`src/cch_pkg.sv`:
```
/*
 * Package for the common command and status handler: command codes,
 * event register bit positions, reset values and response framing.
 * Assumes nothing of its surroundings.
 */
`default_nettype none

package cch_pkg;

    // ----------------------------------------------------------------
    // Command codes (star form and native form decode to the same code)
    // ----------------------------------------------------------------
    typedef enum logic [3:0] {
        CCH_CMD_NONE = 4'h0,
        CCH_CMD_CLS  = 4'h1,
        CCH_CMD_DCL  = 4'h2,
        CCH_CMD_ESE  = 4'h3,
        CCH_CMD_ESEQ = 4'h4,
        CCH_CMD_ESRQ = 4'h5,
        CCH_CMD_GTL  = 4'h6,
        CCH_CMD_IDNQ = 4'h7,
        CCH_CMD_LLO  = 4'h8,
        CCH_CMD_OPC  = 4'h9,
        CCH_CMD_RST  = 4'hA
    } cch_cmd_t;

    // ----------------------------------------------------------------
    // Standard event register bit positions
    // ----------------------------------------------------------------
    localparam int CCH_EV_OPC = 0;
    localparam int CCH_EV_RQC = 1;
    localparam int CCH_EV_QYE = 2;
    localparam int CCH_EV_DDE = 3;
    localparam int CCH_EV_EXE = 4;
    localparam int CCH_EV_CME = 5;
    localparam int CCH_EV_PON = 7;

    localparam int         CCH_STB_ESB     = 5;
    localparam logic [7:0] CCH_ESR_RST     = 8'h80;
    localparam logic [7:0] CCH_ESE_RST     = 8'h00;
    localparam logic [7:0] CCH_BYTE_ZERO   = 8'h00;
    localparam logic [7:0] CCH_ASCII_COMMA = 8'h2C;
    localparam logic [7:0] CCH_ASCII_ZERO  = 8'h30;
    localparam logic [3:0] CCH_DEC_TEN     = 4'hA;
    localparam logic [7:0] CCH_DEC_HUNDRED = 8'h64;
    localparam logic [7:0] CCH_DEC_TENS    = 8'h0A;

    // ----------------------------------------------------------------
    // Identity fields (values arbitrary, fixed length per field)
    // ----------------------------------------------------------------
    localparam int CCH_ID_FIELD_LEN = 4;
    localparam int CCH_ID_FIELDS    = 4;

    // Response sequencer states
    typedef enum logic [1:0] {
        CCH_RS_IDLE = 2'b00,
        CCH_RS_NUM  = 2'b01,
        CCH_RS_ID   = 2'b10
    } cch_rsp_state_t;

endpackage : cch_pkg

`default_nettype wire

```
`src/cch_rsp_if.sv`:
```
/*
 * Interface carrying response bytes from the response formatter to the
 * command handler top. Assumes a single clock domain.
 */
`timescale 1ns/1ps
`default_nettype none

interface cch_rsp_if;
    logic       start;
    logic       is_id;
    logic [7:0] value;
    logic       busy;
    logic       byte_valid;
    logic [7:0] byte_data;
    logic       last;

    modport ctrl (output start, output is_id, output value,
                  input busy, input byte_valid, input byte_data,
                  input last);
    modport fmt  (input start, input is_id, input value,
                  output busy, output byte_valid, output byte_data,
                  output last);
endinterface : cch_rsp_if

`default_nettype wire

```
`src/cch_core.sv`:
```
/*
 * Common command and status handler: executes decoded common commands,
 * keeps the standard event register and its enable mask, the lockout
 * state and the error queue count, and streams query answers.
 * Assumes the command parser upstream maps star and native command
 * forms to one code, and gives cmd_valid_i as a one-cycle pulse only
 * while rsp_busy_o is low. resetn_i is the power-on reset.
 */
`timescale 1ns/1ps
`default_nettype none

module cch_core #(
    parameter int ERRQ_DEPTH = 16
) (
    // Clock and reset
    input  wire logic       clk_i,
    input  wire logic       resetn_i,
    // Decoded command
    input  wire logic       cmd_valid_i,
    input  wire logic [3:0] cmd_code_i,
    input  wire logic [7:0] cmd_arg_i,
    // Event sources, one-cycle pulses; ops_pending_i is a level
    input  wire logic       ev_req_ctrl_i,
    input  wire logic       ev_query_err_i,
    input  wire logic       ev_dev_err_i,
    input  wire logic       ev_exec_err_i,
    input  wire logic       ev_cmd_err_i,
    input  wire logic       ops_pending_i,
    input  wire logic       err_push_i,
    // Other status summary bits
    input  wire logic       ques_evt_i,
    input  wire logic       oper_evt_i,
    // Response stream
    output logic            rsp_valid_o,
    output logic [7:0]      rsp_data_o,
    output logic            rsp_last_o,
    output logic            rsp_busy_o,
    // Status and control
    output logic [7:0]      esr_o,
    output logic [7:0]      ese_o,
    output logic            esb_o,
    output logic [4:0]      err_count_o,
    output logic            status_clear_o,
    output logic            dev_clear_o,
    output logic            panel_lock_o
);
    // ----------------------------------------------------------------
    // Decode
    // ----------------------------------------------------------------
    cch_rsp_if rsp ();

    cch_pkg::cch_cmd_t cmd;
    logic              go;
    logic [7:0]        esr_r;
    logic [7:0]        ese_r;
    logic [7:0]        ev_set;
    logic              opc_wait_r;
    logic [4:0]        errq_r;

    assign cmd = cch_pkg::cch_cmd_t'(cmd_code_i);
    assign go  = cmd_valid_i && !rsp.busy;

    // ----------------------------------------------------------------
    // Operation complete tracking
    // ----------------------------------------------------------------
    always_ff @(posedge clk_i) begin
        if (!resetn_i) begin
            opc_wait_r <= 1'b0;
        end else if (go && (cmd == cch_pkg::CCH_CMD_CLS ||
                            cmd == cch_pkg::CCH_CMD_DCL)) begin
            opc_wait_r <= 1'b0;
        end else if (go && cmd == cch_pkg::CCH_CMD_OPC) begin
            opc_wait_r <= 1'b1;
        end else if (!ops_pending_i) begin
            opc_wait_r <= 1'b0;
        end
    end

    // ----------------------------------------------------------------
    // Standard event register
    // ----------------------------------------------------------------
    always_comb begin
        ev_set = cch_pkg::CCH_BYTE_ZERO;
        ev_set[cch_pkg::CCH_EV_OPC] = opc_wait_r && !ops_pending_i;
        ev_set[cch_pkg::CCH_EV_RQC] = ev_req_ctrl_i;
        ev_set[cch_pkg::CCH_EV_QYE] = ev_query_err_i;
        ev_set[cch_pkg::CCH_EV_DDE] = ev_dev_err_i;
        ev_set[cch_pkg::CCH_EV_EXE] = ev_exec_err_i;
        ev_set[cch_pkg::CCH_EV_CME] = ev_cmd_err_i;
    end

    // Clearing commands zero the register, but a same-cycle event survives
    always_ff @(posedge clk_i) begin
        if (!resetn_i) begin
            esr_r <= cch_pkg::CCH_ESR_RST;
        end else if (go && (cmd == cch_pkg::CCH_CMD_CLS ||
                            cmd == cch_pkg::CCH_CMD_ESRQ)) begin
            esr_r <= ev_set;
        end else begin
            esr_r <= esr_r | ev_set;
        end
    end

    // ----------------------------------------------------------------
    // Enable mask
    // ----------------------------------------------------------------
    always_ff @(posedge clk_i) begin
        if (!resetn_i) begin
            ese_r <= cch_pkg::CCH_ESE_RST;
        end else if (go && cmd == cch_pkg::CCH_CMD_ESE) begin
            ese_r <= cmd_arg_i;
        end
        // Reset command not decoded here on purpose
    end

    // ----------------------------------------------------------------
    // Error queue occupancy
    // ----------------------------------------------------------------
    always_ff @(posedge clk_i) begin
        if (!resetn_i) begin
            errq_r <= 5'h00;
        end else if (go && cmd == cch_pkg::CCH_CMD_CLS) begin
            errq_r <= {4'h0, err_push_i};
        end else if (err_push_i && errq_r < 5'(ERRQ_DEPTH)) begin
            errq_r <= errq_r + 5'h01;
        end
    end

    // ----------------------------------------------------------------
    // Control outputs
    // ----------------------------------------------------------------
    always_ff @(posedge clk_i) begin
        if (!resetn_i) begin
            panel_lock_o   <= 1'b0;
            status_clear_o <= 1'b0;
            dev_clear_o    <= 1'b0;
        end else begin
            status_clear_o <= go && cmd == cch_pkg::CCH_CMD_CLS;
            dev_clear_o    <= go && cmd == cch_pkg::CCH_CMD_DCL;
            if (go && cmd == cch_pkg::CCH_CMD_LLO) begin
                panel_lock_o <= 1'b1;
            end else if (go && (cmd == cch_pkg::CCH_CMD_GTL ||
                                cmd == cch_pkg::CCH_CMD_DCL)) begin
                panel_lock_o <= 1'b0;
            end
        end
    end

    // ----------------------------------------------------------------
    // Status outputs
    // ----------------------------------------------------------------
    always_ff @(posedge clk_i) begin
        if (!resetn_i) begin
            esr_o       <= cch_pkg::CCH_ESR_RST;
            ese_o       <= cch_pkg::CCH_ESE_RST;
            esb_o       <= 1'b0;
            err_count_o <= 5'h00;
        end else begin
            esr_o       <= esr_r;
            ese_o       <= ese_r;
            esb_o       <= |(esr_r & ese_r);
            err_count_o <= errq_r;
        end
    end

    // ----------------------------------------------------------------
    // Query dispatch
    // ----------------------------------------------------------------
    always_comb begin
        rsp.start = 1'b0;
        rsp.is_id = 1'b0;
        rsp.value = cch_pkg::CCH_BYTE_ZERO;
        if (go) begin
            case (cmd)
                cch_pkg::CCH_CMD_ESRQ: begin
                    rsp.start = 1'b1;
                    rsp.value = esr_r;
                end
                cch_pkg::CCH_CMD_ESEQ: begin
                    rsp.start = 1'b1;
                    rsp.value = ese_r;
                end
                cch_pkg::CCH_CMD_IDNQ: begin
                    rsp.start = 1'b1;
                    rsp.is_id = 1'b1;
                end
                default: rsp.start = 1'b0;
            endcase
        end
    end

    cch_rsp_fmt u_fmt (
        .clk_i    (clk_i),
        .resetn_i (resetn_i),
        .rsp      (rsp)
    );

    // Registered again so the top outputs come straight from flops
    always_ff @(posedge clk_i) begin
        if (!resetn_i) begin
            rsp_valid_o <= 1'b0;
            rsp_data_o  <= cch_pkg::CCH_BYTE_ZERO;
            rsp_last_o  <= 1'b0;
            rsp_busy_o  <= 1'b0;
        end else begin
            rsp_valid_o <= rsp.byte_valid;
            rsp_data_o  <= rsp.byte_data;
            rsp_last_o  <= rsp.last;
            // Start counts at once; the formatter flag rises an edge later
            rsp_busy_o  <= rsp.busy || rsp.byte_valid || rsp.start;
        end
    end

endmodule : cch_core

`default_nettype wire

```
`src/cch_rsp_fmt.sv`:
```
/*
 * Response formatter: turns an 8-bit value into decimal ASCII digits,
 * or streams the comma separated identity string.
 * Assumes start is a single-cycle pulse given only while not busy.
 */
`timescale 1ns/1ps
`default_nettype none

module cch_rsp_fmt #(
    parameter logic [8*cch_pkg::CCH_ID_FIELD_LEN*cch_pkg::CCH_ID_FIELDS-1:0]
        ID_STR = "MFGRMODLSERN0100"
) (
    // Clock and reset
    input  wire logic clk_i,
    input  wire logic resetn_i,
    // Formatter side
    cch_rsp_if.fmt    rsp
);
    localparam int IDN = cch_pkg::CCH_ID_FIELD_LEN * cch_pkg::CCH_ID_FIELDS;

    cch_pkg::cch_rsp_state_t state_r;
    logic [4:0]              idx_r;
    logic [7:0]              val_r;
    logic [1:0]              dig_r;
    logic [7:0]              hund;
    logic [7:0]              tens;
    logic [7:0]              ones;
    logic [4:0]              id_pos;

    always_comb begin
        hund = val_r / cch_pkg::CCH_DEC_HUNDRED;
        tens = (val_r % cch_pkg::CCH_DEC_HUNDRED) / cch_pkg::CCH_DEC_TENS;
        ones = val_r % cch_pkg::CCH_DEC_TENS;
        id_pos = idx_r - (idx_r / 5'd5);
    end

    // ----------------------------------------------------------------
    // Sequencer
    // ----------------------------------------------------------------
    always_ff @(posedge clk_i) begin
        if (!resetn_i) begin
            state_r        <= cch_pkg::CCH_RS_IDLE;
            idx_r          <= 5'h00;
            val_r          <= cch_pkg::CCH_BYTE_ZERO;
            dig_r          <= 2'h0;
            rsp.byte_valid <= 1'b0;
            rsp.byte_data  <= cch_pkg::CCH_BYTE_ZERO;
            rsp.last       <= 1'b0;
        end else begin
            rsp.byte_valid <= 1'b0;
            rsp.last       <= 1'b0;
            case (state_r)
                cch_pkg::CCH_RS_IDLE: begin
                    idx_r <= 5'h00;
                    if (rsp.start) begin
                        val_r <= rsp.value;
                        // Leading zeros suppressed; zero still sends "0"
                        dig_r <= (rsp.value >= cch_pkg::CCH_DEC_HUNDRED) ?
                                 2'h2 :
                                 (rsp.value >= cch_pkg::CCH_DEC_TENS) ?
                                 2'h1 : 2'h0;
                        state_r <= rsp.is_id ? cch_pkg::CCH_RS_ID
                                             : cch_pkg::CCH_RS_NUM;
                    end
                end
                cch_pkg::CCH_RS_NUM: begin
                    rsp.byte_valid <= 1'b1;
                    case (dig_r)
                        2'h2:    rsp.byte_data <= cch_pkg::CCH_ASCII_ZERO + hund;
                        2'h1:    rsp.byte_data <= cch_pkg::CCH_ASCII_ZERO + tens;
                        default: rsp.byte_data <= cch_pkg::CCH_ASCII_ZERO + ones;
                    endcase
                    if (dig_r == 2'h0) begin
                        rsp.last <= 1'b1;
                        state_r  <= cch_pkg::CCH_RS_IDLE;
                    end else begin
                        dig_r <= dig_r - 2'h1;
                    end
                end
                cch_pkg::CCH_RS_ID: begin
                    rsp.byte_valid <= 1'b1;
                    if ((idx_r % 5'd5) == 5'd4) begin
                        rsp.byte_data <= cch_pkg::CCH_ASCII_COMMA;
                    end else begin
                        rsp.byte_data <= ID_STR[8*(IDN-1-32'(id_pos)) +: 8];
                    end
                    if (idx_r == 5'(IDN + cch_pkg::CCH_ID_FIELDS - 2)) begin
                        rsp.last <= 1'b1;
                        state_r  <= cch_pkg::CCH_RS_IDLE;
                    end else begin
                        idx_r <= idx_r + 5'h01;
                    end
                end
                default: state_r <= cch_pkg::CCH_RS_IDLE;
            endcase
        end
    end

    // Start is left out: it depends on busy upstream, a loop otherwise
    assign rsp.busy = (state_r != cch_pkg::CCH_RS_IDLE);

endmodule : cch_rsp_fmt

`default_nettype wire

```
`config.mk`:
```
export PLATFORM = sky130hd
export DESIGN_NAME = cch_core
export DESIGN_NICKNAME = d
export VERILOG_FILES = /design/src/cch_pkg.sv /design/src/cch_rsp_if.sv /design/src/cch_core.sv /design/src/cch_rsp_fmt.sv
export SDC_FILE = /design/constraint.sdc
export NUM_CORES = 1
export LEC_CHECK = 0
export ABC_CLOCK_PERIOD_IN_PS = 8100
export BUFFER_PORTS_ARGS = -buffer_cell sky130_fd_sc_hd__buf_2
export CORE_ASPECT_RATIO = 0.7
export CORE_MARGIN = 4
export CORE_UTILIZATION = 25
export CTS_CLUSTER_DIAMETER = 60
export CTS_CLUSTER_SIZE = 8
export DETAILED_ROUTE_END_ITERATION = 10
export GPL_TIMING_DRIVEN = 0
export PLACE_DENSITY = 0.41
export SLEW_MARGIN = 20
export SYNTH_ARGS = -nofsm -noshare
export SYNTH_HDL_FRONTEND = slang
export SYNTH_SLANG_ARGS = --single-unit
```
`constraint.sdc`:
```
create_clock -name clk_i -period 8.1 [get_ports clk_i]
set_clock_uncertainty 0.2 [all_clocks]
set_input_delay 0.405 -clock clk_i [delete_from_list [all_inputs] [get_ports clk_i]]
set_output_delay 0.405 -clock clk_i [all_outputs]
set_load 0.02 [all_outputs]
```
==> flow_summary.toml, run 1 <==
[worst_setup_path]
critPathMaxFanout = 10
crit_type = "register to register"
arrival_ns = 5.44
end_kind = "register"
critical-path-top-delay-family = "compound AO/OA/AOI/OAI gates"
slowest_delay_ns = 0.46
path_buf_inv = 4
crit_top_cell = "ha_1"
cp.required_ns = 8.19
crit_path_start_kind = "register"
path_cells = "buf_4 > clkbuf_1 > o21ai_0 > ha_1 > inv_1 > o311ai_1 > o21ai_0 > inv_1 > ha_1 > ha_1 > nor2_1 > o211ai_2 > ha_1 > fa_1 > xor2_1 > a21oi_1 > a2111o_1 > o32ai_1 > a211o_1"
slowest_stage = "xor2_1"

[die]
core_area_mm2 = 0.0181
start_util_pct = 25.7
die_area_mm2 = 0.0209
die_w_um = 171
chipHeight_um = 122
num_rows = 41
num_io_pins = 60

[drt]
totalWireLength_um = 13500
via_per_inst = 4.84
vias = 4204
drc = 0
ant_nets = 0
first_pass_iters = 4
drt_iter0_markers = 193
wl_per_cell_um = 15.5

[layout]
design_area_mm2 = 0.00554
syn2layout_area_growth_pct = 19.2
drive_above_1_share_pct = 16.5
fillCellCount = 1963
final_nets = 671

[clock_network]
clkLatencyLatePin_ns = 0.34
tritoncts = "done"
cts_resized = 0
clock-sinks = 83
cts-buffers-inserted = 9
cts_buffer_depth = 2
hold_buffers = 0
htreeDepth = 3
cts_setup_buffers = 0
clkTransAtPathRegs_ns = 0.07
cts_root_buffer = "clkbuf_16"

[synthesis]
avgSynthCellArea_um2 = 8.27
synth.most_common_cell = "dfxtp_1"
yosysTopAreaCell = "dfxtp_1"
syn_nets = 607
synth.area.top_cells = "dfxtp_1 (36%), ha_1 (5.4%), nor2_1 (4.8%)"
ys_warn_count = 0
synth_seq_cells = 83
synth_seq_area_share_pct = 35.7
ys.flop_type = "dfxtp_1"
syn-cell-area_mm2 = 0.00465
async_reset_ff_share_pct = 0
ys_types = 73
netlist_instances = 562
synth_top_area_share_pct = 35.7
synth_common_cells = "dfxtp_1 (83), nor2_1 (60), nand2_1 (40)"
synth_edf_count = 0

[pwr]
p_clk_share_pct = 44.5
p_per_area_mw_per_mm2 = 180
seqPwrFrac_pct = 43.7
total_power_uw = 999
pwr-share-comb_pct = 11.8
peakVddDrop_v = 0.000114
p_int_uw = 731
switching_share_pct = 26.9
leakagePower_nw = 2.20
switchingPower_uw = 268

[place]
portBuffers = 53
hpwl_um = 9980
routabilityCongestion = 0.848
pre_cts_ws_ns = 2.87
placed_area_mm2 = 0.00522

[hold_path]
min_path_type = "input port to register"

[sta]
max_freq_mhz = 187
hold_viol = 0
final.setup.worst_slack_ns = 2.75
worstMarginPinSlew_ns = 0.806
finalSetupTns_ns = 0
rsz0062_at_grt = "no"
period_needed_ns = 5.35
setup_violations = 0
slew-limit-headroom_pct = 45.9
finalCritPeriodShare_pct = 66.0
maxSlewViolCount = 0

[grt]
grt_usage_pct = 13.0
grt_pass1_vias = 4118
overflow = 0
grt_max_degree = 16
antenna_found_initial = 2
grt_pass1_wl_um = 21700

[status]
status = "finished clean"

[flow_run]
cap_violations = 0
-- final cells by class --
class                      instances  area [µm²]  share of cell area (%)
multi-input combinational        419        2730                    49.3
sequential                        83        1660                    30.0
tap                              236         295                    5.33
timing repair buffer              53         265                    4.79
clock buffer                      11         253                    4.56
buffer                            39         188                    3.39
inverter                          21        78.8                    1.42
clock inverter                     5        67.6                    1.22
antenna                            1        2.50                  0.0452
-- power groups by stage --
stage                     sequential, mW  combinational, mW  clock (mW)
after floorplan                    0.451             0.0729           0
after global placement             0.445              0.118           0
after detailed placement           0.446              0.119           0
after CTS                          0.436              0.120       0.459
after global routing               0.438              0.133       0.474
final                              0.436              0.118       0.445
-- per-layer routing --
| metal | routed length [µm] | global-route usage (%) | vias up |
|---|---|---|---|
| li1 | - | - | 2129 |
| met1 | 7290 | 19.7 | 1966 |
| met2 | 5330 | 17.9 | 96 |
| met3 | 742 | 3.92 | 11 |
| met4 | 125 | 3.12 | 2 |
| met5 | 13 | 0 | - |
-- worst register-to-register path: stages, from the launching register on --
cell,delay (ns)
dfxtp_1,0.31
buf_4,0.16
clkbuf_1,0.39
o21ai_0,0.20
ha_1,0.39
inv_1,0.06
o311ai_1,0.40
o21ai_0,0.24
inv_1,0.10
ha_1,0.28
ha_1,0.20
nor2_1,0.13
o211ai_2,0.15
ha_1,0.25
fa_1,0.40
xor2_1,0.46
a21oi_1,0.13
a2111o_1,0.44
o32ai_1,0.27
a211o_1,0.14
-- cells by family after synthesis --
logic type               share of synthesized area (%)
other                                            0.162
flip-flops                                        35.7
AND/OR/NAND/NOR                                   25.0
multiplexers                                      5.25
AO/OA/AOI/OAI                                     20.8
XOR/XNOR                                          1.51
adder cells (fa/ha/maj)                           5.81
buffers and inverters                             5.73
-- worst paths after layout --
path                                            start                                  end  slack (ns)  depth (start not counted)
hold reg to reg   u_fmt.rsp.byte_data[7]$_SDFFE_PN0P_             rsp_data_o[7]$_SDFF_PN0_        0.24                          2
setup reg to reg          u_fmt.idx_r[3]$_SDFFE_PN0P_  u_fmt.rsp.byte_data[0]$_SDFFE_PN0P_        2.75                         19
setup / recovery          u_fmt.idx_r[3]$_SDFFE_PN0P_  u_fmt.rsp.byte_data[0]$_SDFFE_PN0P_        2.75                         19
hold / removal                           ev_dev_err_i                  esr_r[3]$_SDFF_PN0_        0.07                          3
-- metrics by stage --
step                      hold slack, ns  utilization (%)  instances
final                             0.0721             30.6        868
after global routing              0.0797             30.6        867
after CTS                         0.0595             30.6        867
after detailed placement           0.235             28.8        851
after global placement             0.233             28.8        851
after floorplan                    0.204                -        562
-- layout by cell type (no fill, tap or decap), types with 4 or more instances in the layout --
master	instances
nand2b_1	13
nand4b_1	4
nand2_1	40
buf_2	68
a32oi_1	6
nor3_1	17
buf_4	4
o211ai_1	5
buf_1	7
or3_1	5
and3_1	5
o21ai_0	35
nor3b_1	7
nand3_1	9
a22oi_1	6
o21bai_1	4
inv_1	19
nor4bb_1	5
nor2b_1	8
o22ai_1	4
and2_1	28
ha_1	20
a31oi_1	7
mux2i_1	21
clkbuf_16	9
dfxtp_1	83
a21oi_1	39
clkbuf_1	12
xor2_1	6
nor2_1	60
-- flip-flops by register name (all words and copies together) (netlist names), 2 cells and up --
signal and flops:
rsp_data_o 8, u_fmt.state_r 2, esr_o 7, ese_r 8
u_fmt.idx_r 5, u_fmt.dig_r 2, esr_r 7, u_fmt.rsp.byte_data 8
ese_o 8, err_count_o 5, u_fmt.val_r 8, errq_r 5
No activity file was read; power rests on OpenSTA's default activity.
==> run 2, diff against run 1 <==
--- a/config.mk
+++ b/config.mk
@@ -5,7 +5,8 @@
 export SDC_FILE = /design/constraint.sdc
 export NUM_CORES = 1
 export LEC_CHECK = 0
-export ABC_CLOCK_PERIOD_IN_PS = 8100
+export ABC_AREA = 1
+export ABC_CLOCK_PERIOD_IN_PS = 4860
 export BUFFER_PORTS_ARGS = -buffer_cell sky130_fd_sc_hd__buf_2
 export CORE_ASPECT_RATIO = 0.7
 export CORE_MARGIN = 4
@@ -14,7 +15,7 @@
 export CTS_CLUSTER_SIZE = 8
 export DETAILED_ROUTE_END_ITERATION = 10
 export GPL_TIMING_DRIVEN = 0
-export PLACE_DENSITY = 0.41
+export PLACE_DENSITY = 0.43
 export SLEW_MARGIN = 20
 export SYNTH_ARGS = -nofsm -noshare
 export SYNTH_HDL_FRONTEND = slang
==> constraint.sdc (replaced) <==
create_clock -name clk_i -period 4.86 [get_ports clk_i]
set_clock_uncertainty 0.2 [all_clocks]
set_input_delay 0.243 -clock clk_i [delete_from_list [all_inputs] [get_ports clk_i]]
set_output_delay 0.243 -clock clk_i [all_outputs]
set_load 0.02 [all_outputs]
==> run 2 against run 1 <==
Combinational power increased to 4.9 times the previous value. Final cell count increased by 10%. Setup slack got worse by 2.4 ns. Sequential power increased by 82%. Worst hold slack got worse by 0.065 ns. Critical endpoint is now u_fmt.rsp.byte_data[3]$_SDFFE_PN0P_. Highest routed layer is now met4.
==> flow_summary.toml, run 2 <==
[clock_network]
cts_root_buffer = "clkbuf_16"
clkLatencyLatePin_ns = 0.34
htreeDepth = 3
cts_buffer_depth = 2
clkTransAtPathRegs_ns = 0.07
clock-sinks = 83
tritoncts = "done"
cts-buffers-inserted = 9

[worst_setup_path]
cp.required_ns = 4.95
ff2ff_setup_slack_ns = 0.37
crit_type = "register to register"
reg2reg_depth = 28
crit_path_start_kind = "register"
slowest_delay_ns = 0.38
arrival_ns = 4.57
slowest_stage = "dfxtp_4"
worstReg2RegEnd = "u_fmt.rsp.byte_data[3]$_SDFFE_PN0P_"
crit_top_cell = "nand2_1"
end_kind = "register"
critPathMaxFanout = 5
worstReg2RegStart = "u_fmt.idx_r[2]$_SDFFE_PN0P_"

[synthesis]
netlist_instances = 639
synth_seq_cells = 83
synth_top_family_by_area = "simple AND/OR/NAND/NOR gates"
synth_edf_count = 0
yosysTopAreaCell = "dfxtp_1"
ys_warn_count = 0
ys.flop_type = "dfxtp_1"
synth_top_area_share_pct = 37.3
syn_nets = 684
synth.area.top_cells = "dfxtp_1 (37%), nand2_1 (12%), inv_1 (8.8%)"
yosys.area_share.simple_pct = 28.0
synth_compound_area_share_pct = 15.3
synth_common_cells = "nand2_1 (146), inv_1 (104), dfxtp_1 (83)"
synth.most_common_cell = "nand2_1"
synth_xor_area_share_pct = 1.97
synth-adder-area-share_pct = 6.07
synth_seq_area_share_pct = 37.3
async_reset_ff_share_pct = 0
synthMuxAreaShare_pct = 0
syn-cell-area_mm2 = 0.00445
ys_types = 46
avgSynthCellArea_um2 = 6.96

[hold_path]
hp-start = "cmd_arg_i[2]"
holdPathStages = 3
min_path_type = "input port to register"
hold_path_end = "ese_r[2]$_SDFFE_PN0P_"

[drt]
wl_per_cell_um = 12.4
first_pass_iters = 4
vias = 4189
via_per_inst = 4.38
drc = 0
drt_iter0_markers = 188
ant_nets = 0
totalWireLength_um = 11800

[status]
status = "finished clean"

[sta]
max_freq_mhz = 223
finalCritPeriodShare_pct = 92.3
hold_viol = 0
slew-limit-headroom_pct = 56.6
setup_violations = 0
maxSlewViolCount = 0
period_needed_ns = 4.49
worstMarginPinSlew_ns = 0.651
fin_hold_ws_ns = 0.00699

[place]
routabilityCongestion = 0.831
hpwl_um = 9300
place_inst = 924
portBuffers = 54

[pwr]
leakagePower_nw = 2.79
pwr-share-comb_pct = 28.2
switching_share_pct = 35.9
switchingPower_uw = 734
peakVddDrop_v = 0.000163
p_per_area_mw_per_mm2 = 372
p_clk_share_pct = 33.0
seqPwrFrac_pct = 38.8
p_int_mw = 1.31

[flow_run]
cap_violations = 0

[layout]
final_nets = 765
drive_above_1_share_pct = 17.1
mostFrequentLayoutCell = "nand2_1"
diodes = 0
final_cells = 956
syn2layout_area_growth_pct = 23.5
final_cell_mix = "nand2_1 (145), inv_1 (104), dfxtp_1 (81), buf_2 (54), nand3_1 (44)"
fillCellCount = 1932

[die]
num_io_pins = 60
core_area_mm2 = 0.0173
die_w_um = 167
start_util_pct = 25.7
chipHeight_um = 120
num_rows = 40
die_area_mm2 = 0.0200

[grt]
grt_usage_pct = 12.1
grt_pass1_vias = 3975
antenna_found_initial = 0
overflow = 0
grt_max_degree = 18
grt_pass1_wl_um = 19800
## run 2: repair_timing
item | CTS | global route
pin swaps | 0 | 2
gates cloned | 0 | 0
buffers inserted | 0 | 3
setup endpoints to repair | 2 | 5
hold buffers | 13 | 0
resized for setup | 4 | 7
hold endpoints to repair | 13 | 0
## run 2: critical path: cells and delay by family, from the launching register on
| kind | cells | cell delay (ns) |
|---|---|---|
| compound gates | 4 | 0.59 |
| xor+xnor | 1 | 0.17 |
| fa+ha+maj | 5 | 1.36 |
| buf+inv | 5 | 0.36 |
| flops | 1 | 0.38 |
| simple gates | 13 | 1.35 |
## run 2: layer usage
| layer | up-vias | wire length, µm | share of wire [%] | global-route usage, % |
|---|---|---|---|---|
| met1 | 1903 | 6260 | 53 | 17.3 |
| met5 | - | 0 | 0 | 0 |
| met3 | 12 | 308 | 2.6 | 2.34 |
| met2 | 53 | 5090 | 43 | 18.2 |
| li1 | 2221 | - | - | - |
| met4 | 0 | 169 | 1.4 | 3.75 |
## run 2: final cells by class
type                    instances  area [µm²]  area share (%)
plain buffers                  12        52.6           0.957
clock buffers                   9         225            4.10
clock inverters                 7        65.1            1.18
inverters                     118         444            8.08
multi-input cells             426        2330            42.3
flip-flops and latches         83        1670            30.4
well taps                     231         289            5.26
repair buffers                 70         423            7.70
## run 2: how the worst max path moves through the flow
stage | start | end | slack [ns] | cells past startpoint
floorplan | u_fmt.idx_r[2]$_SDFFE_PN0P_ | u_fmt.rsp.byte_data[3]$_SDFFE_PN0P_ | 0.50 | 28
global placement | u_fmt.idx_r[2]$_SDFFE_PN0P_ | u_fmt.rsp.byte_data[3]$_SDFFE_PN0P_ | 0.03 | 28
detailed placement | u_fmt.idx_r[3]$_SDFFE_PN0P_ | u_fmt.rsp.byte_data[3]$_SDFFE_PN0P_ | -0.11 | 28
CTS | u_fmt.idx_r[2]$_SDFFE_PN0P_ | u_fmt.rsp.byte_data[3]$_SDFFE_PN0P_ | 0.02 | 28
global route | u_fmt.idx_r[2]$_SDFFE_PN0P_ | u_fmt.rsp.byte_data[3]$_SDFFE_PN0P_ | -0.01 | 28
finish | u_fmt.idx_r[2]$_SDFFE_PN0P_ | u_fmt.rsp.byte_data[3]$_SDFFE_PN0P_ | 0.37 | 28
## run 2: logic make-up (layout without fill, tap and decap cells)
logic type	after synthesis	in the layout
AO/OA/AOI/OAI	117	117
flip-flops	83	83
other	2	2
AND/OR/NAND/NOR	276	276
buffers and inverters	130	216
adder cells (fa/ha/maj)	21	21
XOR/XNOR	10	10
## run 2: metrics by stage
step	utilization [%]	setup TNS (ns)	setup slack, ns	power [mW]	cell area, µm²
finish	31.7	0	0.373	2.05	5490
floorplan	-	0	0.503	1.22	4450
detailed placement	28.9	-0.113	-0.113	1.38	5010
global placement	28.9	0	0.0331	1.37	5010
CTS	31.4	0	0.0212	2.08	5440
global route	31.7	-0.0102	-0.0102	2.20	5490
## run 2: power groups by stage
stage | combinational (mW) | sequential, mW | clock [mW]
4_1_cts | 0.581 | 0.796 | 0.704
6_report | 0.576 | 0.794 | 0.675
2_1_floorplan | 0.393 | 0.830 | 0
5_1_grt | 0.665 | 0.804 | 0.731
3_5_place_dp | 0.569 | 0.812 | 0
3_3_place_gp | 0.562 | 0.809 | 0
==> run 3, diff against run 2 <==
--- a/config.mk
+++ b/config.mk
@@ -6,7 +6,7 @@
 export NUM_CORES = 1
 export LEC_CHECK = 0
 export ABC_AREA = 1
-export ABC_CLOCK_PERIOD_IN_PS = 4860
+export ABC_CLOCK_PERIOD_IN_PS = 4400
 export BUFFER_PORTS_ARGS = -buffer_cell sky130_fd_sc_hd__buf_2
 export CORE_ASPECT_RATIO = 0.7
 export CORE_MARGIN = 4
@@ -15,7 +15,7 @@
 export CTS_CLUSTER_SIZE = 8
 export DETAILED_ROUTE_END_ITERATION = 10
 export GPL_TIMING_DRIVEN = 0
-export PLACE_DENSITY = 0.43
+export PLACE_DENSITY = 0.41
 export SLEW_MARGIN = 20
 export SYNTH_ARGS = -nofsm -noshare
 export SYNTH_HDL_FRONTEND = slang
==> constraint.sdc (replaced) <==
create_clock -name clk_i -period 4.4 [get_ports clk_i]
set_clock_uncertainty 0.2 [all_clocks]
set_input_delay 0.22 -clock clk_i [delete_from_list [all_inputs] [get_ports clk_i]]
set_output_delay 0.22 -clock clk_i [all_outputs]
set_load 0.02 [all_outputs]
==> run 3 against run 2 <==
Combinational power is 14% higher. Design area is 3.9% higher. Setup slack got worse by 0.20 ns. Worst hold slack improved by 0.016 ns. Critical path type unchanged. Largest cell class unchanged.
==> flow_summary.toml, run 3 (synthesized netlist as in run 2, its figures left out) <==
[drt]
vias = 4307
drc = 0
via_per_inst = 4.44
drt_iter0_markers = 214
totalWireLength_um = 12200
first_pass_iters = 4
ant_nets = 0
wl_per_cell_um = 12.6

[worst_setup_path]
worstSetupStartpoint = "u_fmt.idx_r[2]$_SDFFE_PN0P_"
worstReg2RegStart = "u_fmt.idx_r[2]$_SDFFE_PN0P_"
cp.required_ns = 4.48
critPathMaxFanout = 4
slowest_delay_ns = 0.36
arrival_ns = 4.31
crit_path_start_kind = "register"
end_kind = "register"
crit_type = "register to register"
slowest_stage = "dfxtp_4"

[grt]
grt_pass1_vias = 4018
grt_max_degree = 17
antenna_found_initial = 0
grt_pass1_wl_um = 19800
grt_usage_pct = 12.0
overflow = 0

[sta]
maxSlewViolCount = 0
worstMarginPinSlew_ns = 0.663
max_freq_mhz = 237
finalSetupTns_ns = 0
final.setup.worst_slack_ns = 0.173
hold_viol = 0
slew-limit-headroom_pct = 55.8
finalCritPeriodShare_pct = 96.1
period_needed_ns = 4.23
setup_violations = 0

[place]
place_inst = 924
hpwl_um = 9400
portBuffers = 54
routabilityCongestion = 0.825
pre_cts_ws_ns = -0.582
placed_area_mm2 = 0.00501

[die]
chipHeight_um = 120
die_w_um = 167
die_area_mm2 = 0.0200
num_rows = 40
num_io_pins = 60
start_util_pct = 25.7
core_area_mm2 = 0.0173

[layout]
multi_input_area_mm2 = 0.00239
fillCellCount = 1877
final_util_pct = 33.0
syn2layout_area_growth_pct = 28.3
final_cell_mix = "nand2_1 (141), inv_1 (101), dfxtp_1 (80), buf_2 (54), nand3_1 (42)"
final_cells = 969
diodes = 0
final_nets = 778
seqCellArea_mm2 = 0.00167
design_area_mm2 = 0.00571
drive_above_1_share_pct = 20.2
mostFrequentLayoutCell = "nand2_1"

[pwr]
peakVddDrop_v = 0.000150
leakagePower_nw = 2.88
p_per_area_mw_per_mm2 = 417

[clock_network]
clkTransAtPathRegs_ns = 0.06
clock-sinks = 83
tritoncts = "done"
clkLatencyLatePin_ns = 0.35
htreeDepth = 3
cts_buffer_depth = 2
cts_root_buffer = "clkbuf_16"
cts-buffers-inserted = 9

[hold_path]
hp-start = "cmd_code_i[3]"
min_path_type = "input port to register"

[status]
status = "finished clean"

[flow_run]
cap_violations = 0
==> run 3: cell count changes in the layout (fill, tap and decap cells not counted), sizes merged <==
cell,previous run,this run
bufinv,0,2
dlygate4sd3,13,15
inv,120,118
buf,60,71
==> run 3: critical path, delay by kind of cell, from the launching register on <==
family                   cells  cell delay [ns]
AO/OA/AOI/OAI                4             0.63
adder cells (fa/ha/maj)      5             1.22
buffers and inverters        5             0.31
flip-flops                   1             0.36
AND/OR/NAND/NOR             13             1.26
XOR/XNOR                     1             0.18
==> run 3: through the flow <==
stage          power, mW  hold WS, ns
2_1_floorplan       1.35        0.129
3_3_place_gp        1.52        0.215
3_5_place_dp        1.53        0.215
4_1_cts             2.39     0.000232
5_1_grt             2.55       0.0253
6_report            2.38       0.0227
==> run 3: worst paths after layout <==
kind	endpoint	slack, ns	cells after the start
worst max-delay path	u_fmt.rsp.byte_data[3]$_SDFFE_PN0P_	0.17	28
worst min-delay path	panel_lock_o$_SDFFE_PN0P_	0.02	3
worst max register to register	u_fmt.rsp.byte_data[3]$_SDFFE_PN0P_	0.17	28
worst min register to register	rsp_last_o$_SDFF_PN0_	0.22	2
==> run 3: cell type report <==
type / instances / share of cell area (%)
repair buffers: 83 / 9.20
multi-input cells: 426 / 41.9
clock buffers: 9 / 3.94
well taps: 231 / 5.06
clock inverters: 7 / 1.84
inverters: 118 / 7.82
flip-flops and latches: 83 / 29.3
plain buffers: 12 / 0.920
==> run 3: repair_timing <==
| action | CTS | global route |
|---|---|---|
| hold endpoints to repair | 15 | 0 |
| cloned | 0 | 0 |
| resized for setup | 13 | 18 |
| buffers inserted | 4 | 10 |
| pin swaps | 4 | 13 |
| endpoints found under the setup margin | 7 | 5 |
| hold buffers | 15 | 0 |
==> run 3: metal layers <==
metal / wire (µm) / vias up / global-route usage, %
li1: - / 2243 / -
met1: 6500 / 1986 / 17.9
met2: 5040 / 63 / 17.1
met3: 389 / 15 / 2.44
met4: 246 / 0 / 4.21
met5: 0 / - / 0
==> run 3: power by group <==
group	switching [mW]	total, mW	internal [mW]	leakage [nW]
Combinational	0.437	0.657	0.220	2.04
Clock	0.338	0.845	0.508	0.159
Sequential	0.0376	0.877	0.839	0.678
Total	0.813	2.38	1.57	2.88
